[src/sar_regs.svh]
// constants for the serial readout converter control
`ifndef SAR_REGS_SVH
`define SAR_REGS_SVH
`define SAR_RES_W 12
`define SAR_IDX_W 4
`define SAR_HOLD_EDGE 2'd1
`define SAR_TOP_IDX 4'd11
`define SAR_END_IDX 4'd12
`define SAR_MID_CODE 12'h800
`define SAR_ZERO_CODE 12'h000
`endif

[src/sar_pkg.sv]
// types for the serial readout converter control
package sar_pkg;
    typedef enum logic [2:0] {
        SAR_IDLE,
        SAR_SAMPLE,
        SAR_CONVERT,
        SAR_REPEAT,
        SAR_DONE
    } sar_state_t;
endpackage

[src/sar_readout.sv]
// conversion sequencing and serial result output of a 12-bit sar converter
// Behaviour
// - output bits launch on conversion clock falls
// - select falling starts conversion and transfer
// - sample 1.5 to 2 clocks first
// - enable output after second fall, null low
// - next 12 clocks give result, msb first
// - further clocks repeat result lsb first
// - after top bit repeat, tri-state, ignore clocks
// - restart only after select high then low
// - capture difference once at hold entry
// - straight unsigned binary result code
// - one code step is reference over 4096
// - select low active, high means shutdown
// - select high aborts conversion any time
// - analog off at completion, digital off deselected
`include "sar_regs.svh"
module sar_readout (
    // clock and reset
    input wire logic mclk_in,
    input wire logic rst_in,
    // serial link pins
    input wire logic select_shutdown_n_in,
    input wire logic conversion_clock_in,
    output logic dout_out,
    output logic dout_oe_out,
    // analog front end control
    input wire logic comparator_in,
    output logic sample_out,
    output logic [`SAR_RES_W-1:0] trial_code_out,
    output logic analog_power_out,
    output logic digital_power_out,
    // parallel result stream
    output logic [`SAR_RES_W-1:0] result_data_out,
    output logic result_valid_out,
    input wire logic result_ready_in
);
    sar_pkg::sar_state_t state_q, state_d;
    logic sel_prev_q, sel_prev_d;
    logic clk_prev_q, clk_prev_d;
    logic [1:0] edge_cnt_q, edge_cnt_d;
    logic [`SAR_IDX_W-1:0] idx_q, idx_d;
    logic [`SAR_RES_W-1:0] trial_q, trial_d;
    logic dout_q, dout_d, oe_q, oe_d;
    logic sample_q, sample_d, apwr_q, apwr_d, dpwr_q, dpwr_d;
    // finished word, held apart from the trial register, and its pending push
    logic push_q, push_d, word_done;
    logic [`SAR_RES_W-1:0] word_q, word_d;
    logic buf_ready;
    logic sel_fall, clk_fall;

    // pins are synchronous to mclk, one flop of history finds the edges
    assign sel_fall = sel_prev_q & ~select_shutdown_n_in;
    assign clk_fall = clk_prev_q & ~conversion_clock_in;

    // pin history: one flop per pin, reset to 0 so that a select already
    // low when reset ends is never taken for a fall
    always_comb begin
        sel_prev_d = select_shutdown_n_in;
        clk_prev_d = conversion_clock_in;
    end

    // pin history registers
    always_ff @(posedge mclk_in) begin
        if (rst_in) begin
            sel_prev_q <= 1'b0;
            clk_prev_q <= 1'b0;
        end else begin
            sel_prev_q <= sel_prev_d;
            clk_prev_q <= clk_prev_d;
        end
    end

    // sequencer next values
    always_comb begin
        state_d = state_q;
        edge_cnt_d = edge_cnt_q;
        idx_d = idx_q;
        trial_d = trial_q;
        dout_d = dout_q;
        oe_d = oe_q;
        sample_d = sample_q;
        apwr_d = apwr_q;
        dpwr_d = ~select_shutdown_n_in;
        // flags the cycle whose fall decides the last result bit
        word_done = 1'b0;
        if (select_shutdown_n_in) begin
            // deselected: abort whatever runs, full shutdown
            state_d = sar_pkg::SAR_IDLE;
            oe_d = 1'b0;
            dout_d = 1'b0;
            sample_d = 1'b0;
            apwr_d = 1'b0;
        end else if (state_q == sar_pkg::SAR_IDLE) begin
            // only a real fall starts, a held low never restarts
            if (sel_fall) begin
                state_d = sar_pkg::SAR_SAMPLE;
                edge_cnt_d = 2'd0;
                sample_d = 1'b1;
                apwr_d = 1'b1;
                trial_d = `SAR_ZERO_CODE;
            end
        end else if (clk_fall) begin
            case (state_q)
                sar_pkg::SAR_SAMPLE: begin
                    edge_cnt_d = edge_cnt_q + 2'd1;
                    if (edge_cnt_q == `SAR_HOLD_EDGE) begin
                        // second fall: hold the difference once, drive null
                        state_d = sar_pkg::SAR_CONVERT;
                        sample_d = 1'b0;
                        oe_d = 1'b1;
                        dout_d = 1'b0;
                        trial_d = `SAR_MID_CODE;
                        idx_d = `SAR_TOP_IDX;
                    end
                end
                sar_pkg::SAR_CONVERT: begin
                    // comparator high keeps the trial bit: straight binary
                    trial_d[idx_q] = comparator_in;
                    dout_d = comparator_in;
                    if (idx_q == 4'd0) begin
                        // last decision: analog off, word handed on
                        state_d = sar_pkg::SAR_REPEAT;
                        idx_d = 4'd1;
                        apwr_d = 1'b0;
                        word_done = 1'b1;
                    end else begin
                        trial_d[idx_q - 4'd1] = 1'b1;
                        idx_d = idx_q - 4'd1;
                    end
                end
                sar_pkg::SAR_REPEAT: begin
                    if (idx_q == `SAR_END_IDX) begin
                        state_d = sar_pkg::SAR_DONE;
                        oe_d = 1'b0;
                        dout_d = 1'b0;
                    end else begin
                        dout_d = trial_q[idx_q];
                        idx_d = idx_q + 4'd1;
                    end
                end
                default: begin
                    // done: clock edges have no effect until deselect,
                    // so a select held low never starts a second word
                    state_d = state_q;
                end
            endcase
        end
    end

    // sequencer registers
    always_ff @(posedge mclk_in) begin
        if (rst_in) begin
            state_q <= sar_pkg::SAR_IDLE;
            edge_cnt_q <= 2'd0;
            idx_q <= 4'd0;
            trial_q <= `SAR_ZERO_CODE;
            dout_q <= 1'b0;
            oe_q <= 1'b0;
            sample_q <= 1'b0;
            apwr_q <= 1'b0;
            dpwr_q <= 1'b0;
        end else begin
            state_q <= state_d;
            edge_cnt_q <= edge_cnt_d;
            idx_q <= idx_d;
            trial_q <= trial_d;
            dout_q <= dout_d;
            oe_q <= oe_d;
            sample_q <= sample_d;
            apwr_q <= apwr_d;
            dpwr_q <= dpwr_d;
        end
    end

    // finished word is copied out of the trial register: the next select
    // fall clears that register while an older word may still wait here
    always_comb begin
        word_d = word_q;
        // pending word waits for buffer room; a new word wins over the drain
        push_d = push_q & ~buf_ready;
        if (word_done) begin
            word_d = trial_d;
            push_d = 1'b1;
        end
    end

    // result hold registers; with the buffer full and this word waiting,
    // a fourth finished word overwrites it if the reader never drains
    always_ff @(posedge mclk_in) begin
        if (rst_in) begin
            word_q <= `SAR_ZERO_CODE;
            push_q <= 1'b0;
        end else begin
            word_q <= word_d;
            push_q <= push_d;
        end
    end

    // finished words queue here so a stalled reader loses none
    // as long as it drains before a fourth word finishes behind the buffer
    sar_skid u_buf (
        .mclk_in(mclk_in),
        .rst_in(rst_in),
        .in_valid_in(push_q),
        .in_data_in(word_q),
        .in_ready_out(buf_ready),
        .out_valid_out(result_valid_out),
        .out_data_out(result_data_out),
        .out_ready_in(result_ready_in)
    );

    // pin and control outputs straight from flops
    // dout is held low whenever oe is low, so a released pin reads 0
    assign dout_out = dout_q;
    assign dout_oe_out = oe_q;
    assign sample_out = sample_q;
    assign trial_code_out = trial_q;
    assign analog_power_out = apwr_q;
    assign digital_power_out = dpwr_q;
endmodule

[src/sar_skid.sv]
// two-entry result buffer with valid and ready on both sides
`include "sar_regs.svh"
module sar_skid (
    // clock and reset
    input wire logic mclk_in,
    input wire logic rst_in,
    // filling side
    input wire logic in_valid_in,
    input wire logic [`SAR_RES_W-1:0] in_data_in,
    output logic in_ready_out,
    // draining side
    output logic out_valid_out,
    output logic [`SAR_RES_W-1:0] out_data_out,
    input wire logic out_ready_in
);
    logic head_v_q, head_v_d, tail_v_q, tail_v_d;
    logic [`SAR_RES_W-1:0] head_q, head_d, tail_q, tail_d;
    logic push, pop;

    // tail only fills while head is held, so order is kept
    always_comb begin
        push = in_valid_in & ~tail_v_q;
        pop = head_v_q & out_ready_in;
        head_v_d = head_v_q;
        head_d = head_q;
        tail_v_d = tail_v_q;
        tail_d = tail_q;
        if (pop) begin
            head_v_d = tail_v_q;
            head_d = tail_q;
            tail_v_d = 1'b0;
        end
        if (push) begin
            if (!head_v_d) begin
                head_v_d = 1'b1;
                head_d = in_data_in;
            end else begin
                tail_v_d = 1'b1;
                tail_d = in_data_in;
            end
        end
    end

    // storage registers
    always_ff @(posedge mclk_in) begin
        if (rst_in) begin
            head_v_q <= 1'b0;
            tail_v_q <= 1'b0;
            head_q <= `SAR_ZERO_CODE;
            tail_q <= `SAR_ZERO_CODE;
        end else begin
            head_v_q <= head_v_d;
            tail_v_q <= tail_v_d;
            head_q <= head_d;
            tail_q <= tail_d;
        end
    end

    // ready is full-flag based, so it stays a flop output
    assign in_ready_out = ~tail_v_q;
    assign out_valid_out = head_v_q;
    assign out_data_out = head_q;
endmodule
[config.mk]
export PLATFORM = sky130hd
export DESIGN_NAME = sar_readout
export DESIGN_NICKNAME = d
export VERILOG_FILES = /design/src/sar_pkg.sv /design/src/sar_readout.sv /design/src/sar_skid.sv
export VERILOG_INCLUDE_DIRS = /design/src
export SDC_FILE = /design/constraint.sdc
export NUM_CORES = 1
export LEC_CHECK = 0
export BUFFER_PORTS_ARGS = -buffer_cell sky130_fd_sc_hd__buf_2
export CAP_MARGIN = 20
export CELL_PAD_IN_SITES_DETAIL_PLACEMENT = 1
export CELL_PAD_IN_SITES_GLOBAL_PLACEMENT = 1
export CORE_ASPECT_RATIO = 0.7
export CORE_UTILIZATION = 38
export DETAILED_ROUTE_END_ITERATION = 16
export GPL_ROUTABILITY_DRIVEN = 0
export GPL_TIMING_DRIVEN = 0
export PLACE_DENSITY = 0.78
export RECOVER_POWER = 100
export SYNTH_ARGS = -nofsm -noshare
export SYNTH_HDL_FRONTEND = slang
export SYNTH_SLANG_ARGS = --single-unit
[constraint.sdc]
create_clock -name mclk_in -period 3.2 [get_ports mclk_in]
set_input_delay 0.16 -clock mclk_in [delete_from_list [all_inputs] [get_ports mclk_in]]
set_output_delay 0.16 -clock mclk_in [all_outputs]
set_load 0.02 [all_outputs]
==> flow_summary.rst <==
.. list-table::
   :header-rows: 1

   * - Metric
     - Value
   * - Outcome
     - completed
   * - Number of register bits inferred by synthesis
     - between 60 and 70
   * - Asr flop ratio synth
     - 0%
   * - Die outline width
     - 117 microns
   * - Final HPWL DP
     - 8700 microns
   * - Chip Height
     - ~82 microns
   * - Cell area reported after detailed placement
     - ~3800 sq um
   * - Remaining global-route overflow
     - 0
   * - Number of buffers inserted during clock tree synthesis
     - 9
   * - R2R setup slack
     - around 0.28 ns
   * - First-pass detailed-route iteration total
     - 4
   * - IO Port Bufs
     - 34
   * - Met3 layer usage reported by global route
     - 7.37%
   * - Shortest clock period the worst path allows after layout
     - slightly below 3 ns
   * - End of the worst register-to-register path
     - word_q[2]
   * - Period Utilization, post-route
     - roughly nine tenths
   * - Net switching power
     - 427 uW
   * - Leak pwr
     - 1.31 nW
   * - Max rail drop VDD
     - 0.000333 V
   * - Final non-filler cell area
     - between 4000 and 5000 sq um
   * - CP Data Arrival Time
     - 3.16 ns
   * - Routed via count divided by cell count
     - 5.93
   * - Net count after synthesis
     - 442
   * - Required time at the endpoint of the critical path
     - 3.44 ns
   * - Nature of the critical path startpoint
     - flip-flop
   * - Max-slew violation count
     - 0
   * - Clk_skew
     - 0.00792 ns
   * - Worst slew margin
     - 36.2%
   * - Setup repair after global routing missed its margin
     - false
   * - Unique masters post-synth
     - between 50 and 60
   * - Sort of element at the end of the critical path
     - flip-flop
   * - Num ports
     - 36
   * - Die Footprint
     - 9590 sq um
   * - First-pass GRT wire length
     - 18900 microns
   * - Tot GR Track Use
     - approximately a quarter
   * - Wire length per cell after detailed routing
     - 20.3 microns
   * - Area of the core
     - 8690 sq um
   * - Vias after detailed routing
     - about 3.6k
   * - Cell Pwr Density
     - 446 nW/um^2
   * - Setup TNS
     - 0 ns
   * - Depth of the most critical reg-to-reg path
     - 10
   * - Number of global-route vias before repair
     - between 3k and 4k
   * - Maximum fanout along the worst path
     - 10
   * - Flip-flop cell with the highest count after synthesis
     - dfxtp_1
   * - Setup CP Type
     - reg -> reg
   * - Met2 track utilization from global routing
     - a little over 40%
   * - Post-Synthesis Cells
     - 430
   * - CTS clock-pin slew for the worst setup and hold paths
     - 0.06 ns
   * - Number of setup violations in the final report
     - 0
   * - Area grow syn2layout
     - 15.3%
   * - # clock sinks
     - 67
   * - Top library cells by usage in the layout, fill and taps aside
     - 67 x dfxtp_1, 57 x nand2_1, 55 x clkbuf_1
   * - CTS tree
     - done
   * - Most common cell after layout, fill and taps aside
     - dfxtp_1
   * - Placement row count
     - 28
   * - 1st-iter DRT viols
     - 228
   * - Clock insertion delay at the later pin of the skew report
     - 0.34 ns
   * - DR DRC count
     - 0
   * - Share of cells above drive strength 1
     - between 10 and 15%
   * - Clock Root Buffer
     - clkbuf_16
   * - Beginning of the critical path
     - idx_q[1]
   * - GRT busiest layer
     - met2
   * - Diodes inserted
     - 0
   * - Post-synthesis cell area
     - 3490 sq um
   * - Post-Synthesis Mean Instance Area
     - 8.13 sq um
   * - Power share of the clock group
     - 49.6%
   * - Number of setup buffers added after CTS
     - 0
   * - Peak clock frequency supported by timing
     - 342 MHz
   * - Switching share of power
     - 23.8%
   * - Number of synthesized flops with an enable pin
     - 0
   * - Maximum number of buffers from clock root to sink
     - 2
   * - Met1 track demand over resource in global routing
     - between 30% and 40%
   * - Number of warnings issued by yosys
     - 0
   * - H-tree depth reported by CTS
     - 3
   * - Number of max-cap violations
     - 0
   * - Proportion of power drawn by combinational gates
     - under 10%
   * - Sequential share of power
     - 46.7%
   * - Final net count
     - 487
   * - Sequential fraction of the synthesis area
     - 38.4%
   * - Hold Fails Final Rpt
     - 0
   * - Largest net degree at the start of global routing
     - 12
   * - Post-detailed-route count of antenna-violating nets
     - 0
   * - Worst min-delay path class
     - in -> reg
   * - End point of the critical path
     - word_q[2]
   * - Total Routed Length
     - 12200 microns
   * - Reg2Reg Launch Point
     - idx_q[1]
   * - Least-Margin Pin Slew
     - around 0.95 ns
   * - Design internal power
     - 1.37 mW
   * - Initial core utilization
     - 40.2%
   * - Initial antenna violation count
     - 0
[worst max-delay path, cell delays in order (launching register included)]
cell and delay (ns):
dfxtp_1 0.33, clkbuf_1 0.25, inv_1 0.21, ha_1 0.16
clkbuf_1 0.32, clkbuf_2 0.31, nand3b_1 0.27, nor2_1 0.33
clkbuf_2 0.30, nor2_1 0.08, a211oi_1 0.25
[synth_stat cells (3+ instances only)]
cell	n	area [sq um]
o211ai_1	3	22.5
mux2i_1	8	80.1
a311oi_1	16	140
clkbuf_1	27	101
nor2b_1	4	25.0
nand3b_1	11	82.6
nand3_1	23	115
o21ai_0	13	65.1
clkbuf_8	4	55.1
nor3_1	9	45.0
ha_1	6	75.1
nand2_1	57	214
mux4_2	3	67.6
nor3b_1	4	30.0
or2_2	4	25.0
nor2_1	49	184
dfxtp_1	67	1340
a21oi_1	37	185
o31ai_1	4	30.0
a211oi_1	10	75.1
a31oi_1	13	81.3
nand4_1	5	31.3
nand2b_1	4	25.0
inv_1	7	26.3
[power by group through the flow]
stage	combinational [mW]	sequential (mW)	clock [mW]
2_1_floorplan	0.0394	0.859	0
3_3_place_gp	0.0639	0.857	0
3_5_place_dp	0.0652	0.857	0
4_1_cts	0.0664	0.839	0.904
5_1_grt	0.0707	0.839	0.943
6_report	0.0659	0.839	0.891
[cells by family after synthesis]
group	share of synthesized area, %
AND/OR/NAND/NOR	27.3
multiplexers	4.55
AO/OA/AOI/OAI	21.1
XOR/XNOR	0.501
buffers and inverters	6.05
adder cells (fa/ha/maj)	2.15
flip-flops	38.4
[flip-flops by register name (all words and copies together), names as in the netlist, 2 cells and up]
| register | cells |
|---|---|
| edge_cnt_q | 2 |
| u_buf.out_data_out | 12 |
| state_q | 3 |
| u_buf.tail_q | 12 |
| idx_q | 4 |
| trial_code_out | 12 |
| word_q | 12 |
[metrics by stage]
step	util, %	power, mW	cells	hold slack (ns)	setup slack (ns)
3_3_place_gp	43.9	0.921	584	0.413	0.252
2_1_floorplan	-	0.898	430	0.288	0.803
4_1_cts	46.9	1.81	599	0.0835	0.0572
3_5_place_dp	43.9	0.923	584	0.428	0.0783
5_1_grt	46.4	1.85	599	0.102	0.0987
6_report	46.4	1.80	599	0.0827	0.277
[cell type report]
class / instances / area [sq um]
Buffer: 36 / 181
Clock buffer: 9 / 225
Clock inverter: 6 / 33.8
Fill cell: 1104 / 4660
Inverter: 8 / 30.0
Multi-Input combinational cell: 319 / 1930
Sequential cell: 67 / 1340
Tap cell: 120 / 150
Timing Repair Buffer: 34 / 133
[per-layer routing]
metal,up-vias,routed length [microns],part of all wire [%]
li1,1639,-,-
met1,1771,5940,49
met2,132,5230,43
met3,12,894,7.3
met4,0,117,0.96
met5,-,0,0
[what timing repair did]
action                                  CTS  global route
endpoints found under the setup margin    0            12
resized for setup                         0             6
hold buffers                              0             0
[how the worst min path moves through the flow]
stage	start	to	cells past startpoint
floorplan	conversion_clock_in	clk_prev_q	1
global route	conversion_clock_in	clk_prev_q	2
detailed placement	conversion_clock_in	clk_prev_q	2
global placement	conversion_clock_in	clk_prev_q	2
finish	conversion_clock_in	clk_prev_q	2
CTS	conversion_clock_in	clk_prev_q	2
(Power assumes the default switching activity.)
